[src/core/psw_params.svh]
`ifndef PSW_PARAMS_SVH
`define PSW_PARAMS_SVH

// Register indices; byte address is four times the index
`define PSW_IDX_SW_CTRL   4'h1
`define PSW_IDX_BR_STAT   4'h2
`define PSW_IDX_SYS_CTRL  4'h3
`define PSW_IDX_IRQ_FLAG  4'h4
`define PSW_IDX_IRQ_MASK  4'h5
`define PSW_IDX_HS_OUT    4'h6
`define PSW_IDX_HS_STAT   4'h7
`define PSW_IDX_AMUX_CTRL 4'h8

// Reset value of every register byte
`define PSW_RST_BYTE 8'h00

// Field positions
`define PSW_BR_RECIRC_BIT   7
`define PSW_SYS_POWER_STAGE_ENABLE_BIT    0
`define PSW_SYS_VINH_BIT    1
`define PSW_SYS_HTSEL_LSB   2
`define PSW_IRQ_LV_BIT      0
`define PSW_IRQ_HV_BIT      1
`define PSW_IRQ_HT_BIT      2
`define PSW_HS_PWM_LSB      4
`define PSW_HS_5V_BIT       7
`define PSW_AMUX_GAIN_BIT   0

// Synchroniser depth
`define PSW_SYNC_STAGES 2

`endif

[src/core/psw_pkg.sv]
package psw_pkg;

    // Bus handshake states, one-hot
    typedef enum logic [1:0] {
        BUS_IDLE = 2'b01,
        BUS_ACK  = 2'b10
    } psw_bus_state_t;

    // State of the controller, apart from the bridge cells and the synchroniser
    typedef struct packed {
        psw_bus_state_t bus_st;
        logic [31:0]    rdata;
        logic [7:0]     sw_ctrl;
        logic           recirc;
        logic [3:0]     bridge_oc;
        logic           power_stage_enable;
        logic           vinh;
        logic [1:0]     htsel;
        logic           lv_f;
        logic           hv_f;
        logic           ht_f;
        logic           ht_mask;
        logic           sense_gain;
        logic [2:0]     hs_on;
        logic [2:0]     hs_pwm;
        logic           switched_5v_output_on;
        logic [2:0]     hs_oc;
        logic [2:0]     hs_trip;
        logic [2:0]     hs_drv;
        logic           pwm_prev;
        logic           sw5v;
        logic           hall_en;
        logic           irq;
    } psw_state_t;

    // Gate drive state of one bridge
    typedef struct packed {
        logic hi;
        logic lo;
    } psw_bridge_t;

endpackage

[src/core/psw_bridge_cell.sv]
`timescale 1ns/1ns

module psw_bridge_cell
    import psw_pkg::*;
(
    // Clock and reset
    input  wire logic clk_in,
    input  wire logic reset_in,
    // Mode bits and PWM
    input  wire logic hi_bit_in,
    input  wire logic lo_bit_in,
    input  wire logic pwm_in,
    input  wire logic recirc_in,
    // Protection enables
    input  wire logic en_hi_in,
    input  wire logic en_lo_in,
    // Gate discharged reports, synchronised
    input  wire logic hi_gate_low_in,
    input  wire logic lo_gate_low_in,
    // FET drives
    output logic      hi_out,
    output logic      lo_out
);

    psw_bridge_t st_q;
    psw_bridge_t st_d;
    logic        want_hi;
    logic        want_lo;

    // Mode decode of the two bits
    always_comb begin
        want_hi = hi_bit_in & (~lo_bit_in | pwm_in);
        want_lo = lo_bit_in & (~hi_bit_in | (recirc_in & ~pwm_in));
    end

    // Turn-off is immediate; turn-on waits for the other gate to discharge
    always_comb begin
        st_d    = st_q;
        st_d.hi = want_hi & en_hi_in & ~st_q.lo & lo_gate_low_in;
        st_d.lo = want_lo & en_lo_in & ~st_q.hi & hi_gate_low_in;
    end

    always_ff @(posedge clk_in) begin
        if (reset_in) begin
            st_q <= '0;
        end else begin
            st_q <= st_d;
        end
    end

    assign hi_out = st_q.hi;
    assign lo_out = st_q.lo;
endmodule

[src/core/psw_power_switch.sv]
`timescale 1ns/1ns
`include "psw_params.svh"

// Summary of operation
// - Reset clears all bridge switch bits so every bridge output is off.
// - Bridge FETs stay off unless the power stage enable bit is set.
// - Switch register holds high and low bit per bridge, bridge four high at bit 7.
// - Bit pair selects off, low on, high on, or high FET in PWM mode.
// - Never both FETs on; turn-on waits for opposite gate discharged.
// - In PWM mode the high FET follows the PWM pin.
// - Recirculation bit turns low FET on while PWM high FET is off; reset clears.
// - Sense gain bit one selects low amplification, zero high amplification.
// - First temperature threshold sets flag; interrupt raised when its mask is set.
// - With temperature shutdown selected, bridge high FETs and high sides are off while flag is set; low FETs are not gated.
// - Temperature flag clears on write of one or reset, not while hot.
// - Without temperature shutdown, second threshold switches off every power stage.
// - Bridge FET over-current switches that FET off and sets bridge flag.
// - Writing one clears bridge over-current flag; zero does nothing; reset clears.
// - Voltage flag with inhibit clear disables bridge outputs.
// - Voltage flags clear on write of one or reset, not while condition stays.
// - Status register: recirculation at bit 7, zeros 6 to 4, flags 3 to 0.
// - High sides stay off unless the power stage enable bit is set.
// - Permanent-on bit holds a high side on, subject to protection.
// - High side PWM bit turns output on while PWM pin is high.
// - Permanent-on only: over-current turns high side off and sets its flag.
// - PWM only: over-current turns off and flags; next PWM rise turns on.
module psw_power_switch
    import psw_pkg::*;
(
    // Clock and reset
    input  wire logic        clk_in,
    input  wire logic        reset_in,
    // Avalon-MM slave
    input  wire logic [5:0]  avs_address,
    input  wire logic        avs_read,
    input  wire logic        avs_write,
    input  wire logic [31:0] avs_writedata,
    input  wire logic [3:0]  avs_byteenable,
    output logic      [31:0] avs_readdata,
    output logic             avs_waitrequest,
    // PWM pin and analog comparators
    input  wire logic        pwm_pin_in,
    input  wire logic [3:0]  hb_hi_oc_in,
    input  wire logic [3:0]  hb_lo_oc_in,
    input  wire logic [2:0]  hs_oc_in,
    input  wire logic        low_voltage_in,
    input  wire logic        high_voltage_in,
    input  wire logic        temp_warn_in,
    input  wire logic        temp_cutoff_in,
    input  wire logic [3:0]  hb_hi_gate_low_in,
    input  wire logic [3:0]  hb_lo_gate_low_in,
    // Power stage drives
    output logic      [3:0]  hb_hi_gate_out,
    output logic      [3:0]  hb_lo_gate_out,
    output logic      [2:0]  hs_on_out,
    output logic             sw5v_en_out,
    output logic             hall_supply_en_out,
    output logic             sense_gain_out,
    output logic             irq_out
);

    localparam int NSYNC = 24;

    psw_state_t       st_q;
    psw_state_t       st_d;
    logic [NSYNC-1:0] raw;
    logic [NSYNC-1:0] syn;
    logic             pwm_s;
    logic [3:0]       hb_hi_oc_s;
    logic [3:0]       hb_lo_oc_s;
    logic [2:0]       hs_oc_s;
    logic             lv_s;
    logic             hv_s;
    logic             tw_s;
    logic             tc_s;
    logic [3:0]       hi_gl_s;
    logic [3:0]       lo_gl_s;
    logic             hard_cut;
    logic             ht_shut;
    logic             volt_shut;
    logic [3:0]       en_hi;
    logic [3:0]       en_lo;
    logic             wr;
    logic [3:0]       idx;

    // Register index from a byte address
    function automatic logic [3:0] psw_index(input logic [5:0] addr);
        psw_index = addr[5:2];
    endfunction

    // Every pin level crosses two flops before use
    assign raw = {pwm_pin_in, hb_hi_oc_in, hb_lo_oc_in, hs_oc_in, low_voltage_in,
                  high_voltage_in, temp_warn_in, temp_cutoff_in,
                  hb_hi_gate_low_in, hb_lo_gate_low_in};

    psw_sync #(
        .W (NSYNC)
    ) u_sync (
        .clk_in   (clk_in),
        .reset_in (reset_in),
        .async_in (raw),
        .sync_out (syn)
    );

    assign {pwm_s, hb_hi_oc_s, hb_lo_oc_s, hs_oc_s, lv_s, hv_s, tw_s, tc_s,
            hi_gl_s, lo_gl_s} = syn;

    // Protection terms; flags and the live cutoff gate, stored switch bits stay intact
    assign hard_cut  = (st_q.htsel == 2'h0) & tc_s;
    assign ht_shut   = (st_q.htsel != 2'h0) & st_q.ht_f;
    assign volt_shut = (st_q.lv_f | st_q.hv_f) & ~st_q.vinh;

    // Per-bridge enables
    always_comb begin
        for (int i = 0; i < 4; i++) begin
            en_hi[i] = st_q.power_stage_enable & ~hard_cut & ~ht_shut & ~volt_shut
                     & ~st_q.bridge_oc[i] & ~hb_hi_oc_s[i];
            en_lo[i] = st_q.power_stage_enable & ~hard_cut & ~volt_shut
                     & ~st_q.bridge_oc[i] & ~hb_lo_oc_s[i];
        end
    end

    // One cell per bridge, high bit above low bit
    genvar g;
    generate
        for (g = 0; g < 4; g++) begin : g_bridge
            psw_bridge_cell u_cell (
                .clk_in         (clk_in),
                .reset_in       (reset_in),
                .hi_bit_in      (st_q.sw_ctrl[2*g+1]),
                .lo_bit_in      (st_q.sw_ctrl[2*g]),
                .pwm_in         (pwm_s),
                .recirc_in      (st_q.recirc),
                .en_hi_in       (en_hi[g]),
                .en_lo_in       (en_lo[g]),
                .hi_gate_low_in (hi_gl_s[g]),
                .lo_gate_low_in (lo_gl_s[g]),
                .hi_out         (hb_hi_gate_out[g]),
                .lo_out         (hb_lo_gate_out[g])
            );
        end
    endgenerate

    // Bus access completes on the edge after the request is seen
    assign idx             = psw_index(avs_address);
    assign wr              = avs_write & (st_q.bus_st == BUS_ACK) & avs_byteenable[0];
    assign avs_waitrequest = (avs_read | avs_write) & (st_q.bus_st != BUS_ACK);

    // Next state of everything
    always_comb begin
        logic [7:0] rbyte;
        logic [7:0] wd;
        logic       hs_ok;
        rbyte = `PSW_RST_BYTE;
        wd    = avs_writedata[7:0];
        hs_ok = st_q.power_stage_enable & ~hard_cut & ~ht_shut & ~volt_shut;
        st_d  = st_q;

        // Read mux; unmapped indices read zero
        case (idx)
            `PSW_IDX_SW_CTRL: begin
                rbyte = st_q.sw_ctrl;
            end
            `PSW_IDX_BR_STAT: begin
                rbyte = {st_q.recirc, 3'h0, st_q.bridge_oc};
            end
            `PSW_IDX_SYS_CTRL: begin
                rbyte[`PSW_SYS_POWER_STAGE_ENABLE_BIT] = st_q.power_stage_enable;
                rbyte[`PSW_SYS_VINH_BIT] = st_q.vinh;
                rbyte[`PSW_SYS_HTSEL_LSB +: 2] = st_q.htsel;
            end
            `PSW_IDX_IRQ_FLAG: begin
                rbyte[`PSW_IRQ_LV_BIT] = st_q.lv_f;
                rbyte[`PSW_IRQ_HV_BIT] = st_q.hv_f;
                rbyte[`PSW_IRQ_HT_BIT] = st_q.ht_f;
            end
            `PSW_IDX_IRQ_MASK: begin
                rbyte[`PSW_IRQ_HT_BIT] = st_q.ht_mask;
            end
            `PSW_IDX_HS_OUT: begin
                rbyte[2:0] = st_q.hs_on;
                rbyte[`PSW_HS_PWM_LSB +: 3] = st_q.hs_pwm;
                rbyte[`PSW_HS_5V_BIT] = st_q.switched_5v_output_on;
            end
            `PSW_IDX_HS_STAT: begin
                rbyte[2:0] = st_q.hs_oc;
            end
            `PSW_IDX_AMUX_CTRL: begin
                rbyte[`PSW_AMUX_GAIN_BIT] = st_q.sense_gain;
            end
            default: begin
                rbyte = `PSW_RST_BYTE;
            end
        endcase

        // Handshake
        case (st_q.bus_st)
            BUS_IDLE: begin
                if (avs_read | avs_write) begin
                    st_d.bus_st = BUS_ACK;
                    st_d.rdata  = {24'h00_0000, rbyte};
                end
            end
            BUS_ACK: begin
                st_d.bus_st = BUS_IDLE;
            end
            default: begin
                st_d.bus_st = BUS_IDLE;
            end
        endcase

        // Plain read/write fields
        if (wr) begin
            case (idx)
                `PSW_IDX_SW_CTRL: begin
                    st_d.sw_ctrl = wd;
                end
                `PSW_IDX_BR_STAT: begin
                    st_d.recirc = wd[`PSW_BR_RECIRC_BIT];
                end
                `PSW_IDX_SYS_CTRL: begin
                    st_d.power_stage_enable  = wd[`PSW_SYS_POWER_STAGE_ENABLE_BIT];
                    st_d.vinh  = wd[`PSW_SYS_VINH_BIT];
                    st_d.htsel = wd[`PSW_SYS_HTSEL_LSB +: 2];
                end
                `PSW_IDX_IRQ_MASK: begin
                    st_d.ht_mask = wd[`PSW_IRQ_HT_BIT];
                end
                `PSW_IDX_HS_OUT: begin
                    st_d.hs_on   = wd[2:0];
                    st_d.hs_pwm  = wd[`PSW_HS_PWM_LSB +: 3];
                    st_d.switched_5v_output_on = wd[`PSW_HS_5V_BIT];
                end
                `PSW_IDX_AMUX_CTRL: begin
                    st_d.sense_gain = wd[`PSW_AMUX_GAIN_BIT];
                end
                default: begin
                    st_d.sw_ctrl = st_q.sw_ctrl;
                end
            endcase
        end

        // Sticky flags: the live condition always wins over a clear
        st_d.bridge_oc = (hb_hi_oc_s | hb_lo_oc_s) | (st_q.bridge_oc
            & ~({4{wr && idx == `PSW_IDX_BR_STAT}} & wd[3:0]));
        st_d.ht_f = tw_s | (st_q.ht_f
            & ~(wr && idx == `PSW_IDX_IRQ_FLAG && wd[`PSW_IRQ_HT_BIT]));
        st_d.lv_f = lv_s | (st_q.lv_f
            & ~(wr && idx == `PSW_IDX_IRQ_FLAG && wd[`PSW_IRQ_LV_BIT]));
        st_d.hv_f = hv_s | (st_q.hv_f
            & ~(wr && idx == `PSW_IDX_IRQ_FLAG && wd[`PSW_IRQ_HV_BIT]));
        st_d.hs_oc = hs_oc_s | (st_q.hs_oc
            & ~({3{wr && idx == `PSW_IDX_HS_STAT}} & wd[2:0]));

        // High sides; trip only matters in PWM-only mode
        st_d.pwm_prev = pwm_s;
        for (int i = 0; i < 3; i++) begin
            if (hs_oc_s[i]) begin
                st_d.hs_trip[i] = 1'b1;
            end else if (pwm_s & ~st_q.pwm_prev) begin
                st_d.hs_trip[i] = 1'b0;
            end
            case ({st_q.hs_pwm[i], st_q.hs_on[i]})
                2'b01: begin
                    st_d.hs_drv[i] = hs_ok & ~st_q.hs_oc[i] & ~hs_oc_s[i];
                end
                2'b10: begin
                    st_d.hs_drv[i] = hs_ok & pwm_s & ~st_d.hs_trip[i];
                end
                2'b11: begin
                    // Inrush mode: current is limited, output stays enabled
                    st_d.hs_drv[i] = hs_ok;
                end
                default: begin
                    st_d.hs_drv[i] = 1'b0;
                end
            endcase
        end

        // Auxiliary supplies and interrupt
        st_d.sw5v    = st_q.power_stage_enable & st_q.switched_5v_output_on & ~hard_cut;
        st_d.hall_en = ~hard_cut;
        st_d.irq     = st_q.ht_f & st_q.ht_mask;
    end

    // Reset clears every register and returns the bus to idle
    always_ff @(posedge clk_in) begin
        if (reset_in) begin
            st_q        <= '0;
            st_q.bus_st <= BUS_IDLE;
        end else begin
            st_q <= st_d;
        end
    end

    assign avs_readdata       = st_q.rdata;
    assign hs_on_out          = st_q.hs_drv;
    assign sw5v_en_out        = st_q.sw5v;
    assign hall_supply_en_out = st_q.hall_en;
    assign sense_gain_out     = st_q.sense_gain;
    assign irq_out            = st_q.irq;
endmodule

[src/core/psw_sync.sv]
`timescale 1ns/1ns
`include "psw_params.svh"

module psw_sync #(
    parameter int W = 1
) (
    // Clock and reset
    input  wire logic         clk_in,
    input  wire logic         reset_in,
    // Raw and synchronised levels
    input  wire logic [W-1:0] async_in,
    output logic      [W-1:0] sync_out
);

    typedef struct packed {
        logic [W-1:0] s2;
        logic [W-1:0] s1;
    } psw_sync_t;

    psw_sync_t st_q;
    psw_sync_t st_d;

    // First stage feeds only the second, to settle metastability
    always_comb begin
        st_d    = st_q;
        st_d.s1 = async_in;
        st_d.s2 = st_q.s1;
    end

    always_ff @(posedge clk_in) begin
        if (reset_in) begin
            st_q <= '0;
        end else begin
            st_q <= st_d;
        end
    end

    assign sync_out = st_q.s2;

endmodule

[config.mk]
export PLATFORM = sky130hd
export DESIGN_NAME = psw_power_switch
export DESIGN_NICKNAME = d
export VERILOG_FILES = /design/src/core/psw_pkg.sv /design/src/core/psw_bridge_cell.sv /design/src/core/psw_power_switch.sv /design/src/core/psw_sync.sv
export VERILOG_INCLUDE_DIRS = /design/src /design/src/core
export SDC_FILE = /design/constraint.sdc
export NUM_CORES = 1
export LEC_CHECK = 0
export ABC_AREA = 1
export CAP_MARGIN = 5
export CORE_MARGIN = 3
export CORE_UTILIZATION = 25
export DETAILED_ROUTE_END_ITERATION = 16
export DONT_BUFFER_PORTS = 1
export PLACE_DENSITY = 0.44
export SLEW_MARGIN = 20
export SYNTH_ARGS = -nofsm -noshare
export SYNTH_HDL_FRONTEND = slang
export SYNTH_SLANG_ARGS = --single-unit
[constraint.sdc]
create_clock -name clk_in -period 3.9 [get_ports clk_in]
set_clock_uncertainty 0.05 [all_clocks]
set_input_delay 0.195 -clock clk_in [delete_from_list [all_inputs] [get_ports clk_in]]
set_output_delay 0.195 -clock clk_in [all_outputs]
set_load 0.005 [all_outputs]
Word-level counts from Yosys, hierarchy flattened
Index checks and enable logic that the tools add are counted. W data, S select, Z words.

Flip-flop bits (word level): 108. Bits in latches: 0. RAM bits: 0. Bits in read-only memories: 0. Input bits: 70. Output and inout port bits: 48. Logic and storage cells: 228. Memories kept: 0.

Add/sub/neg operators: 0. Multipliers: 0. Divide/modulo/power cells: 0. $lt $le $gt $ge: 0. Eq/ne operators: 20. Shifts and indexed selects: 0. Multiplexer cells: 14. Bitwise gates (word level): 145. Reduce and logical (&&, ||, !) cells: 16.

Operators with widths (count): $and A1 B1 Y1 (76); $not A1 Y1 (47); $eq A4 B3 Y1 const B (4); $eq A2 B2 Y1 const B (7); $pmux W1 S7 (2); $reduce_and A2 Y1 (7); $or A1 B1 Y1 (13); $pmux W1 S3 (4); $pmux W4 S3 (1); $and A4 B4 Y4 (2); $eq A2 B1 Y1 const B (4); $eq A4 B2 Y1 const B (2); $or A4 B4 Y4 (2); $and A3 B3 Y3 (2); $logic_and A1 B1 Y1 (6); $mux W1 (6); $pmux W1 S6 (1); $eq A4 B1 Y1 const B (1); $eq A4 B4 Y1 const B (1); $not A4 Y4 (1); $not A3 Y3 (1); $or A3 B3 Y3 (1); $logic_not A2 Y1 (1); $ne A2 B2 Y1 const B (1); other kinds (2) (2).

Depth between registers and ports, before layout
Gate-level depths: netlist (run 1).

Depth in word-level cells: 11. Mapped depth: 9.

Hierarchy
From an unflattened synthesis (run 1), not the netlist that was laid out.

Cell total of the unflattened synthesis: 576. Area, all modules: 4390.5 um2.

Modules (own cells, without submodules): psw_power_switch (instances 1, cells each 371, area an instance 2630.0 um2, sequential area each 1041.0 um2); psw_sync (instances 1, cells each 149, area an instance 1365.1 um2, sequential area each 960.9 um2); psw_bridge_cell (instances 4, cells each 14, area an instance 98.8 um2, sequential area each 40.0 um2).

Least setup slack after synthesis (run 1)
Ideal clock, no wire load.

Kind: register -> register. Start: reg st_q[74] (netlist bit). End: reg st_q[39] (netlist bit). Setup time: 0.119 ns. Arrival: 1.103 ns. Data required time: 3.731 ns. Slack: 2.628 ns. Stages on the path, launching flop included: 9. Path buffers: 0. Period minus slack after synthesis: 1.272 ns. Cell sequence: dfxtp_1 > inv_1 > nand2_1 > nor2_2 > inv_2 > nor2_8 > inv_4 > o21ai_1 > a21oi_1.

Cells in the longest elaborated chain, start to end: 4.

Ends and longest elaborated chain: from (decl) (line psw_power_switch.sv:64) `psw_state_t st_q;`; from (signal assigned) (line psw_power_switch.sv:292) `st_q <= st_d;`; $eq A2 B2 Y1 (line psw_power_switch.sv:146) `assign wr = avs_write & (st_q.bus_st == BUS_ACK) & avs_byteenable[0];`; $and A1 B1 Y1 (2 in a row) (line psw_power_switch.sv:146); $reduce_and A2 Y1 (no source line).

Every way passes these cells. A chain may end at the register's enable or synchronous reset.

Worst setup path after layout (run 1)
Start: reg st_q[26] (netlist bit). End: reg st_q (netlist bit hs_on_out[0]).

Cells in the longest elaborated chain, start to end: 9.

Ends and longest elaborated chain: $logic_not A2 Y1 (line psw_power_switch.sv:109) `assign hard_cut = (st_q.htsel == 2'h0) & tc_s;`; $and A1 B1 Y1 (line psw_power_switch.sv:109); $not A1 Y1 (line psw_power_switch.sv:156) `hs_ok = st_q.power_stage_enable & ~hard_cut & ~ht_shut & ~volt_shut;`; $and A1 B1 Y1 (line psw_power_switch.sv:156); $and A1 B1 Y1 (*) (2 in a row) (line psw_power_switch.sv:156); $and A1 B1 Y1, on equally long branches (2 in a row) (line psw_power_switch.sv:268, psw_power_switch.sv:265); $pmux W1 S3 (*) (line psw_power_switch.sv:263) `case ({st_q.hs_pwm[i], st_q.hs_on[i]})`.

Mark *: on every way between the ends. The rest lies on a longest branch, timed or not.

==> results.py, run 1 <==
metrics = {
    "run_status": {
        "status": "completed",
    },
    "hold_path": {
        "worstHoldPathType": "in2reg",
        "holdPathStages": 3,
        "min-delay-start": "avs_writedata[1]",
        "hold_end": "st_q[11]",
    },
    "floorplan": {
        "fp.dieH_um": 139,
        "die_area_mm2": 0.0193,
        "ios": 118,
        "initial_utilization_pct": 26.0,
        "fp.dieW_um": 139,
        "core_area_mm2": 0.0169,
        "rows": 47,
    },
    "finish": {
        "antenna_cells": 0,
        "finish.utilization_pct": 29.8,
        "drive_above_1_share_pct": 8.29,
        "nNetsFinal": 644,
        "layout_commonest_cell": "dfxtp_1",
        "mostFrequentLayoutCells": "dfxtp_1, nor2_1, inv_1",
        "syn2layout_area_growth_pct": 14.4,
    },
    "power_and_ir_drop": {
        "leakage_uw": 0.00219,
        "power.density_mw_per_mm2": 459,
        "ir_worst_vdd_uv": 217,
    },
    "synthesis": {
        "synthSimpleGateAreaFrac_pct": 22.4,
        "avgSynthCellArea_um2": 7.79,
        "synth_mux_area_share_pct": 0,
        "yosysUniqueCellTypes": 37,
        "yosys.area_share.xor_xnor_pct": 0,
        "synth_compound_area_share_pct": 10.7,
        "ys_seq_elements": 108,
        "syn_area_mm2": 0.00441,
        "synth_top_family_by_area": "simple AND/OR/NAND/NOR gates",
        "yosys_warnings": 0,
        "yosysSeqAreaShare_pct": 49.0,
        "synth_fa_ha_area_share_pct": 0,
        "synth_cells": 566,
    },
    "grt": {
        "grt_max_degree": 78,
        "antenna_found_initial": 0,
        "grt.total_usage_pct": 10.8,
        "grt_pass1_wl_mm": 16.5,
        "grt_pass1_vias": 3020,
        "grt-ovfl-total": 0,
    },
    "sta": {
        "worst_pin_slew_ns": 0.778,
        "maxSlewHeadroom_pct": 47.8,
        "rsz0062_at_grt": "no",
        "fin_crit_sh_pct": 41.6,
        "fin_crit_ns": 1.62,
        "hold_viol": 0,
        "setup_viol": 0,
        "fmax_ghz": 0.616,
        "tns_ns": 0,
        "timing.final.max_slew_violations": 0,
    },
    "drt": {
        "viasPerCell": 4.01,
        "wirelength_mm": 10.4,
        "firstDrtPassIters": 4,
        "vias": 3207,
        "drc": 0,
        "routedWlPerCell_um": 13.0,
        "drt_first_iter_violations": 204,
        "postRouteAntennaNets": 0,
    },
    "clock_tree": {
        "cts_buffers": 9,
        "clk_pin_slew_ns": 0.07,
        "htreeDepth": 3,
        "cts_tree": "yes",
        "cts_sinks": 108,
        "insertion_delay_ns": 0.35,
        "clock_path_buffers": 2,
        "clock-root-buffer": "clkbuf_16",
    },
    "critical_path": {
        "r2r_cells": 8,
        "r2r-start": "st_q[26]",
        "path_max_fanout": 5,
        "crit_path_end_kind": "flip-flop",
        "startpoint_type": "flip-flop",
        "rr_endpoint": "hs_on_out[0]",
        "crit_required_ns": 4.13,
        "crit_arrival_ns": 1.85,
        "r2r_slack_ns": 2.28,
        "worstSetupPathType": "reg2reg",
    },
    "job": {
        "drv_cap": 0,
    },
    "place": {
        "port_buffers": 0,
        "hpwlAfterDp_mm": 7.53,
        "gp_congestion": 0.797,
    },
}
-- state kept, by name, summed over array words and instances, names as in the netlist, 3 cells and up --
name	cells
u_sync.sync_out	24
u_sync.st_d	24
st_q	37
avs_readdata	8
g_bridge.u_cell.lo_out	4
hs_on_out	3
g_bridge.u_cell.hi_out	4
-- worst max path at each step --
stage	endpoint	depth (start not counted)	from	slack, ns
floorplan	st_q[39]	8	st_q[74]	2.63
global placement	hs_on_out[2]	8	st_q[26]	2.28
detailed placement	hs_on_out[2]	8	st_q[26]	2.27
CTS	hs_on_out[2]	8	st_q[26]	2.26
global route	hs_on_out[2]	8	st_q[26]	2.12
finish	hs_on_out[0]	8	st_q[26]	2.28
-- worst max-delay path, cell delays in order, from the launching register on --
cell	delay, ns
dfxtp_1	0.35
nor2_1	0.09
nand2_1	0.09
nand3_1	0.27
nor2_1	0.34
nand3_1	0.12
nand2_1	0.08
inv_1	0.04
nor2_1	0.12
-- what timing repair did --
action	in CTS	in global routing
hold buffers	30	0
buffers inserted	0	0
resized for setup	0	0
hold endpoints to repair	88	0
-- cells in the mapped netlist, drive strengths merged --
| cell | n | area (um2) |
|---|---|---|
| nand4 | 3 | 18.8 |
| o31ai | 1 | 7.51 |
| conb | 1 | 3.75 |
| o211ai | 2 | 15.0 |
| nor2 | 108 | 485 |
| nand2 | 57 | 234 |
| clkinv | 1 | 3.75 |
| nor3b | 1 | 7.51 |
| o21bai | 3 | 22.5 |
| clkbuf | 5 | 18.8 |
| nor3 | 4 | 25.0 |
| o22ai | 3 | 18.8 |
| o21ai | 31 | 155 |
| and3 | 1 | 6.26 |
| a211oi | 2 | 15.0 |
| nand3b | 2 | 15.0 |
| buf | 51 | 372 |
| o2111ai | 1 | 8.76 |
| a21oi | 42 | 229 |
| or2 | 2 | 15.0 |
| nand3 | 29 | 145 |
| nor4 | 6 | 37.5 |
| inv | 102 | 388 |
| dfxtp | 108 | 2160 |
-- layout make-up --
type	instances	area [um2]
clock inverter	7	121
multi-input combinational	322	1550
fill	1856	11900
timing repair buffer	30	318
inverter	103	392
clock buffer	9	225
sequential	108	2160
tap	220	275
-- cells by family (layout without fill, tap and decap cells) --
family / Yosys count / in the layout
DFF: 108 / 108
buffers and inverters: 159 / 149
other: 1 / 24
and+or+nand+nor: 213 / 213
AOI/OAI and AO/OA: 85 / 85
-- metal layers --
metal	GRT usage (%)	vias up	wire (um)
met5	0	-	0
met4	3.35	0	159
met3	3.76	13	743
met2	16.7	90	4470
met1	14.1	1401	5020
li1	-	1703	-
-- power breakdown --
part | leakage, uW | switching, uW | internal [uW]
clock network | 0.000167 | 444 | 581
registers | 0.000884 | 18.1 | 1140
logic | 0.00114 | 84.1 | 51.9
total | 0.00219 | 546 | 1770
-- per-stage QoR --
step / setup slack [ns] / instances / area [um2] / hold slack, ns / power (uW)
2_1_floorplan: 2.63 / 589 / 4500 / 0.252 / 1290
3_3_place_gp: 2.28 / 753 / 4380 / 0.223 / 1280
3_5_place_dp: 2.27 / 753 / 4380 / 0.225 / 1280
4_1_cts: 2.26 / 799 / 5040 / 0.000412 / 2350
5_1_grt: 2.12 / 799 / 5040 / 0.0138 / 2400
6_report: 2.28 / 799 / 5040 / 0.0112 / 2320
No activity file was read; power rests on OpenSTA's default activity.
==> run 2, diff against run 1 <==
--- a/config.mk
+++ b/config.mk
@@ -12,7 +12,7 @@
 export CORE_UTILIZATION = 25
 export DETAILED_ROUTE_END_ITERATION = 16
 export DONT_BUFFER_PORTS = 1
-export PLACE_DENSITY = 0.44
+export PLACE_DENSITY = 0.46
 export SLEW_MARGIN = 20
 export SYNTH_ARGS = -nofsm -noshare
 export SYNTH_HDL_FRONTEND = slang
==> constraint.sdc (replaced) <==
create_clock -name clk_in -period 1.4 [get_ports clk_in]
set_clock_uncertainty 0.05 [all_clocks]
set_input_delay 0.07 -clock clk_in [delete_from_list [all_inputs] [get_ports clk_in]]
set_output_delay 0.07 -clock clk_in [all_outputs]
set_load 0.005 [all_outputs]
==> run 2 against run 1 <==
Net effect: count of clock-buffer cells in the layout unchanged; non-clock buffer count increased by 35; cell count increased by 4.4%; sequential share of layout area decreased by 3.0 points; cell area increased by 7.7%; register-to-register slack got worse by 2.2 ns; worst setup slack got worse by 2.2 ns; critical endpoint is now st_q[10]; largest cell class unchanged; highest routed layer unchanged.
==> results.py, run 2 (synthesized netlist as in run 1, its figures left out) <==
metrics = {
    "drt": {
        "drc": 0,
        "routedWlPerCell_um": 12.9,
        "drt_first_iter_violations": 149,
        "postRouteAntennaNets": 0,
        "viasPerCell": 4.07,
        "vias": 3396,
        "firstDrtPassIters": 4,
        "wirelength_mm": 10.8,
    },
    "place": {
        "gp_congestion": 0.823,
        "port_buffers": 0,
        "hpwlAfterDp_mm": 7.75,
        "place_area_mm2": 0.00449,
    },
    "critical_path": {
        "crit_arrival_ns": 1.52,
        "r2r_cells": 8,
        "r2r-start": "st_q[74]",
        "crit_required_ns": 1.60,
        "r2r_slack_ns": 0.08,
        "critPathCapture": "st_q[10]",
        "startpoint_type": "flip-flop",
        "worstSetupPathType": "reg2reg",
        "path_max_fanout": 3,
        "rr_endpoint": "st_q[10]",
        "crit_path_end_kind": "flip-flop",
        "crit_start": "st_q[74]",
    },
    "finish": {
        "nNetsFinal": 679,
        "largest_register_ffs": 37,
        "layout_commonest_cell": "dfxtp_1",
        "antenna_cells": 0,
        "regMostFlops": "st_q",
        "mostFrequentLayoutCells": "dfxtp_1, nor2_1, inv_1",
        "syn2layout_area_growth_pct": 23.2,
        "drive_above_1_share_pct": 12.2,
        "postLayoutCellArea_mm2": 0.00543,
    },
    "sta": {
        "fmax_ghz": 0.759,
        "hold_viol": 0,
        "timing.final.max_slew_violations": 0,
        "fin_crit_sh_pct": 94.1,
        "fin_crit_ns": 1.32,
        "setup_viol": 0,
    },
    "floorplan": {
        "fp.dieW_um": 139,
        "ios": 118,
        "fp.dieH_um": 139,
        "rows": 47,
        "initial_utilization_pct": 26.0,
        "core_area_mm2": 0.0169,
        "die_area_mm2": 0.0193,
    },
    "power_and_ir_drop": {
        "power.density_mw_per_mm2": 1230,
        "ir_worst_vdd_uv": 657,
        "total_power_uw": 6660,
        "leakage_uw": 0.00241,
    },
    "clock_tree": {
        "clk_pin_slew_ns": 0.08,
        "clock_path_buffers": 2,
        "insertion_delay_ns": 0.35,
        "cts_buffers": 9,
        "clock-root-buffer": "clkbuf_16",
        "htreeDepth": 3,
        "cts_sinks": 108,
        "cts_tree": "yes",
    },
    "grt": {
        "grt_pass1_vias": 3284,
        "grt-ovfl-total": 0,
        "grt.total_usage_pct": 11.3,
        "grt_max_degree": 57,
        "antenna_found_initial": 0,
        "grt_pass1_wl_mm": 17.4,
    },
    "hold_path": {
        "worstHoldPathType": "in2reg",
    },
    "run_status": {
        "status": "completed",
    },
    "job": {
        "drv_cap": 0,
    },
}
run 2: stage by stage:
| step | setup TNS, ns | util (%) | instances | hold WS (ns) | setup slack [ns] |
|---|---|---|---|---|---|
| 4_1_cts | 0 | 31.6 | 830 | 0.0151 | 0.0178 |
| 3_3_place_gp | 0 | 26.5 | 766 | 0.0982 | 0.0362 |
| 6_report | 0 | 32.1 | 834 | 0.0347 | 0.0821 |
| 2_1_floorplan | 0 | - | 589 | 0.127 | 0.128 |
| 3_5_place_dp | 0 | 26.5 | 766 | 0.0993 | 0.00352 |
| 5_1_grt | -0.00722 | 32.1 | 834 | 0.0743 | -0.00498 |
run 2: how the worst min path moves through the flow:
stage / from / endpoint / slack (ns) / depth (start not counted)
2_1_floorplan: hb_lo_gate_low_in[0] / u_sync.st_d[24] / 0.13 / 2
4_1_cts: avs_address[2] / sense_gain_out / 0.02 / 4
6_report: avs_address[2] / sense_gain_out / 0.03 / 4
3_3_place_gp: reset_in / avs_readdata[0] / 0.1 / 1
5_1_grt: avs_address[2] / sense_gain_out / 0.07 / 4
3_5_place_dp: reset_in / u_sync.st_d[28] / 0.1 / 1
run 2: cell type report:
type	instances	area, um2
fillers	1832	11500
flip-flops and latches	108	2160
multi-input cells	322	1590
repair buffers	65	654
inverters	103	394
well taps	220	275
clock buffers	9	225
clock inverters	7	129
run 2: where the power goes:
| part | internal (uW) | switching [uW] | total (uW) |
|---|---|---|---|
| combinational | 199 | 252 | 451 |
| clock | 1780 | 1210 | 2990 |
| sequential | 3170 | 48.9 | 3220 |
run 2: per-layer routing:
layer  track usage [%]  wire, um
met5                 0         0
met2              18.2      5040
met4              2.94        76
met3              3.69       750
met1              14.7      4930
run 2: critical path, cell delays in order (launching register included):
cell	delay [ns]
dfxtp_1	0.30
inv_1	0.07
nand2_1	0.08
nor2_4	0.16
buf_4	0.17
nand3_2	0.09
nor3_1	0.13
nand3b_1	0.13
inv_1	0.04
run 2: what timing repair did:
action / in CTS / in global routing
pin swaps: 0 / 7
buffers inserted: 0 / 4
setup endpoints to repair: 3 / 41
endpoints found under the hold margin: 104 / 0
hold buffers: 48 / 0
gates resized for setup: 2 / 20
cloned: 0 / 0
